--- src/aibf_pkg.sv ---
package aibf_pkg;

    // ***************************************************************
    // register map and fields
    // ***************************************************************
    localparam logic [7:0] ADDR_BLINK_TIMING  = 8'h12;
    localparam logic [7:0] ADDR_FADE_TIMING   = 8'h13;
    localparam logic [7:0] ADDR_SINK0_CURRENT = 8'h14;
    localparam logic [7:0] ADDR_SINK1_CURRENT = 8'h15;
    localparam logic [7:0] ADDR_SINK2_CURRENT = 8'h16;

    localparam int ON_TIME_LSB   = 6;      // shared_on_time, bits 7:6
    localparam int SINK2_OFF_LSB = 4;      // sink2_off_time, bits 5:4
    localparam int SINK1_OFF_LSB = 2;      // sink1_off_time, bits 3:2
    localparam int SINK0_OFF_LSB = 0;      // sink0_off_time, bits 1:0
    localparam int FADE_OUT_LSB  = 4;      // fade_out_time, bits 7:4
    localparam int FADE_IN_LSB   = 0;      // fade_in_time, bits 3:0
    localparam int CODE_W        = 6;      // current code, bits 5:0

    localparam logic [7:0] BLINK_TIMING_RST = 8'h00;
    localparam logic [7:0] FADE_TIMING_RST  = 8'h00;
    localparam logic [5:0] SINK_CODE_RST    = 6'h00;

    // ***************************************************************
    // timing: every documented time is a multiple of 0.1 s; the 0.1 s
    // unit is split into 64 base ticks so a fade can take 64 steps
    // ***************************************************************
    localparam int CLK_KHZ         = 50_000;
    localparam int UNIT_MS         = 100;
    localparam int STEPS_PER_UNIT  = 64;
    localparam int BASE_TICK_CYCLES = (UNIT_MS * CLK_KHZ) / STEPS_PER_UNIT;
    localparam logic [6:0] FADE_FULL = 7'h40;   // fade progress at full code

    // off code that disables a sink's blink timer
    localparam logic [1:0] OFF_TIMER_DISABLED = 2'h0;
    localparam logic [3:0] FADE_DISABLED      = 4'h0;

    // on time and off time in 0.1 s units, indexed by field code
    localparam logic [3:0] ON_TENTHS [4]  = '{4'h2, 4'h6, 4'h8, 4'hc};
    localparam logic [3:0] OFF_TENTHS [4] = '{4'h0, 4'h6, 4'h8, 4'hc};

    typedef enum logic [2:0] {
        SINK_OFF, SINK_FADE_IN, SINK_ON, SINK_FADE_OUT, SINK_DARK
    } aibf_sink_state_type;

endpackage : aibf_pkg

--- src/aibf_sink.sv ---
`timescale 1ns/1ps

// ***************************************************************
// one auxiliary sink: enable, blink and fade engine
// ***************************************************************
module aibf_sink
    import aibf_pkg::*;
(
    input  wire logic              mclk,        // 50 MHz clock
    input  wire logic              reset_n,     // synchronous reset
    input  wire logic              ce,          // clock enable
    input  wire logic              tick,        // base tick pulse
    input  wire logic              enable,      // sink enable bit
    input  wire logic              law,         // 0 linear, 1 square
    input  wire logic              off_disable, // blink timer off
    input  wire logic [3:0]        on_tenths,   // shared on time
    input  wire logic [3:0]        off_tenths,  // own off time
    input  wire logic [5:0]        fi_tenths,   // fade-in, 0 = none
    input  wire logic [5:0]        fo_tenths,   // fade-out, 0 = none
    input  wire logic [CODE_W-1:0] code,        // programmed current code
    output logic [CODE_W-1:0]      level,       // code driven to the sink
    output logic                   lit          // sink conducting
);

    aibf_sink_state_type state, next_state;
    logic [9:0]  cnt, next_cnt;
    logic [6:0]  prog, next_prog;
    logic [12:0] lin_prod;
    logic [19:0] sq_prod;
    logic [CODE_W-1:0] next_level;
    logic [9:0]  on_last, off_last;
    logic [5:0]  fi_last, fo_last;

    // timer end values; each fade step spans one base tick per 0.1 s of fade time
    assign on_last  = {on_tenths, 6'h00} - 10'h001;
    assign off_last = {off_tenths, 6'h00} - 10'h001;
    assign fi_last  = fi_tenths - 6'h01;
    assign fo_last  = fo_tenths - 6'h01;

    // current follows progress along a linear or square law
    assign lin_prod = code * prog;
    assign sq_prod  = lin_prod * prog;

    // next state; a fade that is not enabled is skipped entirely
    always_comb begin
        next_state = state;
        next_cnt   = cnt;
        next_prog  = prog;
        unique case (state)
            SINK_OFF: begin
                next_cnt = 10'h000;
                if (enable) begin
                    next_state = (fi_tenths != 6'h00) ? SINK_FADE_IN : SINK_ON;
                    next_prog  = (fi_tenths != 6'h00) ? 7'h00 : FADE_FULL;
                end
            end
            SINK_FADE_IN: begin
                if (!enable) begin
                    next_state = (fo_tenths != 6'h00) ? SINK_FADE_OUT : SINK_OFF;
                    next_cnt   = 10'h000;
                end else if (tick) begin
                    next_cnt = cnt + 10'h001;
                    if (cnt[5:0] == fi_last) begin
                        next_cnt  = 10'h000;
                        next_prog = prog + 7'h01;
                        if (prog == FADE_FULL - 7'h01)
                            next_state = SINK_ON;
                    end
                end
            end
            SINK_ON: begin
                next_prog = FADE_FULL;
                if (!enable) begin
                    next_state = (fo_tenths != 6'h00) ? SINK_FADE_OUT : SINK_OFF;
                    next_cnt   = 10'h000;
                end else if (off_disable) begin
                    next_cnt = 10'h000;                        // steady on
                end else if (tick) begin
                    next_cnt = cnt + 10'h001;
                    if (cnt >= on_last) begin
                        next_cnt   = 10'h000;
                        next_state = (fo_tenths != 6'h00) ? SINK_FADE_OUT : SINK_DARK;
                    end
                end
            end
            SINK_FADE_OUT: begin
                if (enable && prog == FADE_FULL && off_disable) begin
                    next_state = SINK_ON;                      // timer cleared mid-cycle
                end else if (tick) begin
                    next_cnt = cnt + 10'h001;
                    if (cnt[5:0] == fo_last) begin
                        next_cnt  = 10'h000;
                        next_prog = prog - 7'h01;
                        if (prog == 7'h01)
                            next_state = enable ? SINK_DARK : SINK_OFF;
                    end
                end
            end
            SINK_DARK: begin
                next_prog = 7'h00;
                if (!enable) begin
                    next_state = SINK_OFF;
                end else if (off_disable) begin
                    next_state = SINK_OFF;                     // relights as steady on
                end else if (tick) begin
                    next_cnt = cnt + 10'h001;
                    if (cnt >= off_last) begin
                        next_cnt   = 10'h000;
                        next_state = SINK_OFF;
                    end
                end
            end
        endcase
    end

    // level seen by the sink; off and dark force zero
    always_comb begin
        if (state == SINK_OFF || state == SINK_DARK)
            next_level = '0;
        else if (state == SINK_ON)
            next_level = code;
        else if (law)
            next_level = sq_prod[17:12];
        else
            next_level = lin_prod[11:6];
    end

    // state registers, frozen while ce is low
    always_ff @(posedge mclk) begin
        if (!reset_n) begin
            state <= SINK_OFF;
            cnt   <= 10'h000;
            prog  <= 7'h00;
            level <= '0;
            lit   <= 1'b0;
        end else if (ce) begin
            state <= next_state;
            cnt   <= next_cnt;
            prog  <= next_prog;
            level <= next_level;
            lit   <= (next_level != '0);
        end
    end

endmodule : aibf_sink

--- src/aibf_ctrl.sv ---
`timescale 1ns/1ps

// ***************************************************************
// auxiliary indicator blink and fade control
// ***************************************************************
// Summary of operation
// - one shared on-time for all three sinks
// - on-time codes: 0.2, 0.6, 0.8, 1.2 s
// - per-sink off-time; 00 disables, else 0.6/0.8/1.2
// - disabled off-timer keeps enabled sink steadily lit
// - fade-out: 0 off, 0.3 s steps, then 0.5
// - fade-in uses the same duration table
// - six-bit current code per sink, bits 7:6 unused
// - sinks one and two use their own codes
// - each sink follows its own enable bit
// - fade law: 0 linear, 1 square
module aibf_ctrl
    import aibf_pkg::*;
#(
    parameter int BASE_TICK = BASE_TICK_CYCLES  // cycles per base tick
)
(
    input  wire logic              mclk,         // 50 MHz clock
    input  wire logic              reset_n,      // synchronous reset, active low
    input  wire logic              ce,           // clock enable
    input  wire logic [7:0]        reg_addr,     // register address from serial port
    input  wire logic [7:0]        reg_wdata,    // write byte
    input  wire logic              reg_we,       // write strobe
    input  wire logic              reg_re,       // read strobe
    output logic [7:0]             reg_rdata,    // read byte, registered
    input  wire logic [2:0]        sink_enable,  // per-sink enable bits
    input  wire logic              fade_law_select, // 0 linear, 1 square
    output logic [CODE_W-1:0]      sink0_level,  // code driven to sink 0
    output logic [CODE_W-1:0]      sink1_level,  // code driven to sink 1
    output logic [CODE_W-1:0]      sink2_level,  // code driven to sink 2
    output logic [2:0]             sink_lit      // per-sink conducting
);

    // ***************************************************************
    // registers
    // ***************************************************************
    logic [7:0]        aux_blink_timing;
    logic [7:0]        aux_fade_timing;
    logic [CODE_W-1:0] sink0_current_code;
    logic [CODE_W-1:0] sink1_current_code;
    logic [CODE_W-1:0] sink2_current_code;
    logic [7:0]        next_rdata;

    wire sel_blink = (reg_addr == ADDR_BLINK_TIMING);
    wire sel_fade  = (reg_addr == ADDR_FADE_TIMING);
    wire sel_cur0  = (reg_addr == ADDR_SINK0_CURRENT);
    wire sel_cur1  = (reg_addr == ADDR_SINK1_CURRENT);
    wire sel_cur2  = (reg_addr == ADDR_SINK2_CURRENT);

    // write side; the current registers keep only bits 5:0
    always_ff @(posedge mclk) begin
        if (!reset_n) begin
            aux_blink_timing   <= BLINK_TIMING_RST;
            aux_fade_timing    <= FADE_TIMING_RST;
            sink0_current_code <= SINK_CODE_RST;
            sink1_current_code <= SINK_CODE_RST;
            sink2_current_code <= SINK_CODE_RST;
        end else if (ce && reg_we) begin
            if (sel_blink) aux_blink_timing   <= reg_wdata;
            if (sel_fade)  aux_fade_timing    <= reg_wdata;
            if (sel_cur0)  sink0_current_code <= reg_wdata[CODE_W-1:0];
            if (sel_cur1)  sink1_current_code <= reg_wdata[CODE_W-1:0];
            if (sel_cur2)  sink2_current_code <= reg_wdata[CODE_W-1:0];
        end
    end

    // read mux; unmapped addresses and unused bits read zero
    assign next_rdata = sel_blink ? aux_blink_timing :
                        sel_fade  ? aux_fade_timing :
                        sel_cur0  ? {2'h0, sink0_current_code} :
                        sel_cur1  ? {2'h0, sink1_current_code} :
                        sel_cur2  ? {2'h0, sink2_current_code} : 8'h00;

    // read data held until the next read strobe
    always_ff @(posedge mclk) begin
        if (!reset_n)
            reg_rdata <= 8'h00;
        else if (ce && reg_re)
            reg_rdata <= next_rdata;
    end

    // ***************************************************************
    // field decode
    // ***************************************************************
    // fade duration in 0.1 s units: 0.3 s steps to 3.0 s, then 0.5 s steps
    function automatic logic [5:0] fade_tenths(input logic [3:0] f);
        logic [5:0] t;
        t = 6'h00;
        if (f <= 4'ha)
            t = 6'({f, 1'b0} + {2'h0, f});
        else
            t = 6'(6'd35 + 6'(5 * (f - 4'hb)));
        return t;
    endfunction : fade_tenths

    wire [1:0] shared_on_time = aux_blink_timing[ON_TIME_LSB +: 2];
    wire [1:0] sink2_off_time = aux_blink_timing[SINK2_OFF_LSB +: 2];
    wire [1:0] sink1_off_time = aux_blink_timing[SINK1_OFF_LSB +: 2];
    wire [1:0] sink0_off_time = aux_blink_timing[SINK0_OFF_LSB +: 2];
    wire [3:0] fade_out_time  = aux_fade_timing[FADE_OUT_LSB +: 4];
    wire [3:0] fade_in_time   = aux_fade_timing[FADE_IN_LSB +: 4];

    wire [3:0] on_tenths = ON_TENTHS[shared_on_time];
    wire [5:0] fi_tenths = (fade_in_time == FADE_DISABLED) ? 6'h00 :
                           fade_tenths(fade_in_time);
    wire [5:0] fo_tenths = (fade_out_time == FADE_DISABLED) ? 6'h00 :
                           fade_tenths(fade_out_time);

    wire [1:0] off_code [3];
    assign off_code[0] = sink0_off_time;
    assign off_code[1] = sink1_off_time;
    assign off_code[2] = sink2_off_time;

    wire [CODE_W-1:0] code_sel [3];
    assign code_sel[0] = sink0_current_code;
    assign code_sel[1] = sink1_current_code;
    assign code_sel[2] = sink2_current_code;

    // ***************************************************************
    // time base
    // ***************************************************************
    // one shared prescaler keeps every sink on the same tick grid
    logic [31:0] pre_cnt;
    logic        tick;
    wire         pre_wrap = (pre_cnt == 32'(BASE_TICK - 1));

    always_ff @(posedge mclk) begin
        if (!reset_n) begin
            pre_cnt <= 32'h0000_0000;
            tick    <= 1'b0;
        end else if (ce) begin
            pre_cnt <= pre_wrap ? 32'h0000_0000 : pre_cnt + 32'h0000_0001;
            tick    <= pre_wrap;
        end
    end

    // ***************************************************************
    // sink engines
    // ***************************************************************
    wire [CODE_W-1:0] lvl [3];

    for (genvar i = 0; i < 3; i++) begin : g_sink
        aibf_sink u_sink (
            .mclk        (mclk),
            .reset_n     (reset_n),
            .ce          (ce),
            .tick        (tick),
            .enable      (sink_enable[i]),
            .law         (fade_law_select),
            .off_disable (off_code[i] == OFF_TIMER_DISABLED),
            .on_tenths   (on_tenths),
            .off_tenths  (OFF_TENTHS[off_code[i]]),
            .fi_tenths   (fi_tenths),
            .fo_tenths   (fo_tenths),
            .code        (code_sel[i]),
            .level       (lvl[i]),
            .lit         (sink_lit[i])
        );
    end

    assign sink0_level = lvl[0];
    assign sink1_level = lvl[1];
    assign sink2_level = lvl[2];

endmodule : aibf_ctrl

--- config.mk ---
export PLATFORM = sky130hd
export DESIGN_NAME = aibf_ctrl
export DESIGN_NICKNAME = d
export VERILOG_FILES = /design/src/aibf_pkg.sv /design/src/aibf_sink.sv /design/src/aibf_ctrl.sv
export SDC_FILE = /design/constraint.sdc
export NUM_CORES = 1
export LEC_CHECK = 0
export CAP_MARGIN = 20
export CORE_ASPECT_RATIO = 1.75
export CORE_MARGIN = 1.5
export CORE_UTILIZATION = 45
export CTS_CLUSTER_SIZE = 40
export DETAILED_ROUTE_END_ITERATION = 7
export DONT_BUFFER_PORTS = 1
export PLACE_DENSITY = 0.64
export REMOVE_ABC_BUFFERS = 1
export SLEW_MARGIN = 5
export SYNTH_ARGS = -nofsm -noshare
export SYNTH_HDL_FRONTEND = slang
export SYNTH_SLANG_ARGS = --single-unit
--- constraint.sdc ---
create_clock -name mclk -period 9 [get_ports mclk]
set_input_delay 0.9 -clock mclk [delete_from_list [all_inputs] [get_ports mclk]]
set_output_delay 0.9 -clock mclk [all_outputs]
set_load 0.05 [all_outputs]
**Word level (Yosys, flattened, before mapping)**

Index checks and enable logic that the tools add are counted.

- Register bits: 156
- Latch bits: 0
- RAM bits: 0
- ROM bits: 0
- Output and inout port bits: 29
- Word-level logic and storage cells: 367
- Memories kept: 0

- Add/sub/neg operators: 22
- Multipliers: 8
- Div/mod/pow operators: 0
- Order comparisons: 12
- Equal/unequal tests: 99
- Shift-type cells: 0
- Muxes and demuxes: 161
- Bitwise operators: 4
- Reduce and logical (&&, ||, !) cells: 38

Operators by type and width:

| operator | count |
|---|---|
| two-way mux 10 bit | 42 |
| two-way mux 3 bit | 55 |
| two-way mux 7 bit | 22 |
| case mux 10 bit (5 select lines) | 3 |
| case mux 7 bit (5 select lines) | 3 |
| two-way mux 6 bit | 16 |
| greater-or-equal comparator 10 bit | 6 |
| multiplier 13 x 7 -> 18 bit | 3 |
| != test 2 bit, second input constant | 24 |
| AND reduction 8 bit | 6 |
| case mux 3 bit (5 select lines) | 3 |
| equality test 8 x 5 -> 1 bit, second input constant | 5 |
| subtractor 10 x 1 -> 10 bit, second input constant | 4 |
| multiplier 6 x 7 -> 13 bit | 3 |
| AND reduction 13 bit | 3 |
| equality test 6 bit | 6 |
| != test 3 x 2 -> 1 bit, second input constant | 12 |
| adder 32 x 1 -> 32 bit, second input constant | 1 |
| binary-select mux 4 bit (select 2 bit) | 4 |
| equality test 32 x 17 -> 1 bit, second input constant | 1 |
| two-way mux 32 bit | 1 |
| two-way mux 4 bit | 8 |
| adder 10 x 1 -> 10 bit, second input constant | 3 |
| nonzero test 6 bit | 5 |
| 29 further kinds | 105 |

**Depth between registers and ports, before layout**

- Depth after elaboration: 12
- Mapped depth: 34

**Cells and area by module**

Synthesis repeated with hierarchy kept, for this count alone.

- Cell total of the unflattened synthesis: 2821
- Area, all modules: 23241.0 µm²

By module, submodules not included:

| module | times used | cells an instance | area each (µm²) | sequential area each (µm²) |
|---|---|---|---|---|
| aibf_sink at g_sink[0].u_sink | 1 | 790 | 6412.4 | 540.5 |
| aibf_sink at g_sink[2].u_sink | 1 | 780 | 6284.8 | 540.5 |
| aibf_sink at g_sink[1].u_sink | 1 | 747 | 6065.8 | 540.5 |
| aibf_ctrl | 1 | 504 | 4478.0 | 1501.4 |

**Least setup slack after synthesis**

No wires, ideal clock.

- Path kind: register to register
- From: register g_sink[0].u_sink.prog[0]
- To: register g_sink[0].u_sink.lit
- Data arrival time: 8.058 ns
- Data required time: 8.919 ns
- Path slack: 0.862 ns
- Stages on the path, launching flop included: 29
- Path buffers: 2
- Clock period less this slack: 8.138 ns
- Cell sequence: dfxtp_1 clkbuf_1 clkbuf_1 nand2_1 fa_1 fa_1 fa_1 inv_1 ha_1 a211o_1 a2111oi_0 nor2_1 o311ai_0 nor2_1 fa_1 fa_1 fa_1 ha_1 ha_1 a21oi_1 o21ai_0 a21oi_1 nand4b_1 a31oi_1 xor2_1 xnor2_1 a31oi_1 or2_2 a41oi_1

- Word-level cells in the longest chain between the ends: 6

RTL lines:

| item | line | source |
|---|---|---|
| start: declaration | aibf_sink.sv:27 | `logic [6:0] prog, next_prog;` |
| start signal: assignment | aibf_sink.sv:139 | `prog <= next_prog;` |
| multiplier 6 x 7 -> 13 bit | aibf_sink.sv:41 | `assign lin_prod = code * prog;` |
| multiplier 13 x 7 -> 18 bit | aibf_sink.sv:42 | `assign sq_prod = lin_prod * prog;` |
| two-way mux 6 bit (*) | aibf_sink.sv:122 | `else if (law)` |
| two-way mux 6 bit (*) | aibf_sink.sv:120 | `else if (state == SINK_ON)` |
| two-way mux 6 bit (*) | aibf_sink.sv:118 | `if (state == SINK_OFF \|\| state == SINK_DARK)` |
| nonzero test 6 bit (*) | aibf_sink.sv:141 | `lit <= (next_level != '0);` |
| end signal: assignment | aibf_sink.sv:141 |  |
| end: declaration | aibf_sink.sv:22 | `output logic lit` |

Mark *: on every way between the ends. The rest lies on a longest branch, timed or not.
A chain may end at the register's enable or synchronous reset.

**Final worst setup path**

- From: register g_sink[2].u_sink.prog[4]
- To: register g_sink[2].u_sink.level[5]

- Word-level cells in the longest chain between the ends: 5

RTL lines:

| item | line | source |
|---|---|---|
| start: declaration | aibf_sink.sv:27 |  |
| start signal: assignment | aibf_sink.sv:139 |  |
| multiplier 6 x 7 -> 13 bit | aibf_sink.sv:41 |  |
| multiplier 13 x 7 -> 18 bit | aibf_sink.sv:42 |  |
| two-way mux 6 bit (*) | aibf_sink.sv:122 |  |
| two-way mux 6 bit (*) | aibf_sink.sv:120 |  |
| two-way mux 6 bit (*) | aibf_sink.sv:118 |  |
| end signal: assignment | aibf_sink.sv:140 | `level <= next_level;` |
| end: declaration | aibf_sink.sv:21 | `output logic [CODE_W-1:0] level,` |

Marked as above.

==> summary.txt <==
Post-route design area: 23700 um^2
NetSw: 0.0005877 W
Status: complete, no violations
Hold-fix buffers, CTS: 0
Cts bufs inserted: 17
Vias in the first global route: 19626
Max Slew Vio Count: 0
RSZ-0062 raised after global routing: no
Clk pwr share: 42.5%
Sequential Power Share: 42.1%
CTS tree: yes
Cells after synthesis: 2728
Setup_tns: 0 ps
Area Overhead vs Synth: 4.929%
Ports: 54
Hold depth: 2
Startpoint types: flip-flop
Final ANT Viol Nets: 0
F_max: 0.1167 GHz
LEAKAGE: 11.07 nW
Worst Setup Slack, final: 433.8 ps
Ys async rst share: 0%
CTS Root Cell: clkbuf_16
DP Area: 23060 um^2
# rows: 108
Worst vdd ir: 0.00009854 V
WL final: 61.07 mm
Initial antenna violation count: 1
Cell area after synthesis: 22590 um^2
CTS max path bufs: 2
Max cap viols: 0
CP required: 9320 ps
First-pass GRT wire length: 99.77 mm
#FFs+latches synth: 156
Synth cell count leaders: inv_1 (302), nand2_1 (253), and2_1 (243)
Crit-path max cell delay: 610 ps
Combinational group share of total power: 15.3%
Cell accounting for the most synthesized area: fa_1
Die Height: 299.4 um
Most common cell on crit path: fa_1
Slowest CP cell: xnor2_1
Syn Area/Cell: 8.281 um^2
Layout cells sized above 1: 4.289%
Final worst-path cycle share: 95.18%
Port bufs: 0
Worst Skew: 15.11 ps
Synth Flop Type: dfxtp_1
Ant diodes: 0
DRT iter0 DRCs: 1063
Rel. slew slack: 34.87%
DRC Markers: 0
Vias: 18852
Die Span X: 172.4 um
Starting Density: 45.55%
Top-count cell post-synth: inv_1
GP Congestion: 0.8879
Fin nets: 3119
Fin util: 47.80%
Sw Share: 32.90%
Pwr dens: 75.36 nW/um^2
Clk slew on worst S/H paths: 80 ps
Routed WL per cell: 18.40 um
Reg2Reg Depth: 30
Main area contributors after synthesis: fa_1 (20%), dfxtp_1 (14%), ha_1 (13%)
CP Class: flip-flop to flip-flop
Detailed placement HPWL: 47.79 mm
Number of synthesized flops with an enable pin: 0
Largest net degree at the start of global routing: 53
Total grt overflow: 0
Sequential area share after synthesis: 13.82%
Vias per cell: 5.682
Pre-CTS setup slack: 279.2 ps
Post-layout min period: 8566 ps
Core area: 49590 um^2
Final setup fails: 0
Clock Latency Late Sink: 450 ps
Pint: 0.001199 W
Synth unique cells: 92
CTS Sinks: 156
Final hold viol count: 0
YS warnings: 0
GR Util All Layers: 24.48%
Worst-Margin Slew: 975.7 ps
Worst EP arrival: 8890 ps
Worst hold path type: flip-flop to flip-flop
1st-pass router iterations: 8
Postcts setup bufs: 0
Die area: 51610 um^2
Critical path peak fanout: 16
H-tree levels: 4
Synth top area share: 19.76%
CP endpoint kind: flip-flop
[worst max-delay path: cells and delay by family (launching register included)]
kind / cells / cell delay [ps]
AO/OA/AOI/OAI: 10 / 1940
XOR/XNOR: 2 / 760
adder cells (fa/ha/maj): 9 / 4110
buffers and inverters: 6 / 550
flip-flops: 1 / 560
AND/OR/NAND/NOR: 3 / 510
[registers in the layout, summed over array words and instances, names as in the netlist]
name and count:
aux_blink_timing 8, g_sink.u_sink.state 9, tick 1, g_sink.u_sink.level 18, g_sink.u_sink.prog 21, pre_cnt 32
g_sink.u_sink.cnt 30, sink2_current_code 6, sink0_current_code 6, reg_rdata 8, sink1_current_code 6, g_sink.u_sink.lit 3
aux_fade_timing 8
[layer usage]
layer	part of all wire [%]	track usage [%]
met4	5.3	13.19
met3	3.9	3.380
met1	37	26.48
met2	53	45.22
met5	0.023	0
[stage by stage]
step	cells	power [W]	hold WS, ps
after floorplan	2590	0.0009422	466.4
final	3318	0.001786	522.5
after CTS	3316	0.001790	528.4
after detailed placement	3284	0.001034	514.8
after global routing	3318	0.001849	544.7
after global placement	3283	0.001030	491.0
[repair_timing]
item                       CTS  global route
hold endpoints to repair     0             0
setup endpoints to repair    0            13
resized for setup            0             7
[power by group through the flow]
stage | registers [W] | logic, W | clock network (W)
floorplan | 0.000772 | 0.000170 | 0
global placement | 0.000767 | 0.000262 | 0
detailed placement | 0.000768 | 0.000266 | 0
CTS | 0.000752 | 0.000267 | 0.000771
global route | 0.000756 | 0.000299 | 0.000794
finish | 0.000752 | 0.000274 | 0.000760
[layout make-up]
| class | count | area, um^2 |
|---|---|---|
| multi-input combinational | 2130 | 17730 |
| timing repair buffer | 36 | 287.8 |
| inverter | 304 | 1142 |
| fill | 4830 | 25890 |
| tap | 660 | 825.8 |
| sequential | 156 | 3128 |
| clock buffer | 19 | 442.9 |
| clock inverter | 13 | 151.4 |
[cell usage in the layout, fill, tap and decap left out, drive strengths merged, types with 42 or more instances in the layout]
master,count
nor3,42
nor2,204
o21ai,80
and3,44
nand2,254
and2,245
ha,226
dfxtp,156
a21oi,110
xnor2,82
fa,223
inv,308
xor2,54
mux2i,61
nand3,63
[final timing paths]
kind                                                       startpoint  slack (ps)                                endpoint
worst max-delay path            g_sink[2].u_sink.prog[4]$_SDFFE_PN0P_         430  g_sink[2].u_sink.level[5]$_SDFFE_PN0P_
worst min-delay path                         pre_cnt[23]$_SDFFE_PN0P_         520                pre_cnt[23]$_SDFFE_PN0P_
worst max register to register  g_sink[2].u_sink.prog[4]$_SDFFE_PN0P_         430  g_sink[2].u_sink.level[5]$_SDFFE_PN0P_
worst min register to register               pre_cnt[23]$_SDFFE_PN0P_         520                pre_cnt[23]$_SDFFE_PN0P_
[cell families after synthesis]
kind of cell / after synthesis / share of synthesized area [%]
compound gates: 412 / 12.22
xor+xnor: 151 / 6.807
fa+ha+maj: 449 / 32.28
buf+inv: 442 / 7.776
flops: 156 / 13.82
mux: 64 / 2.852
simple gates: 1054 / 24.24
(Power assumes the default switching activity.)
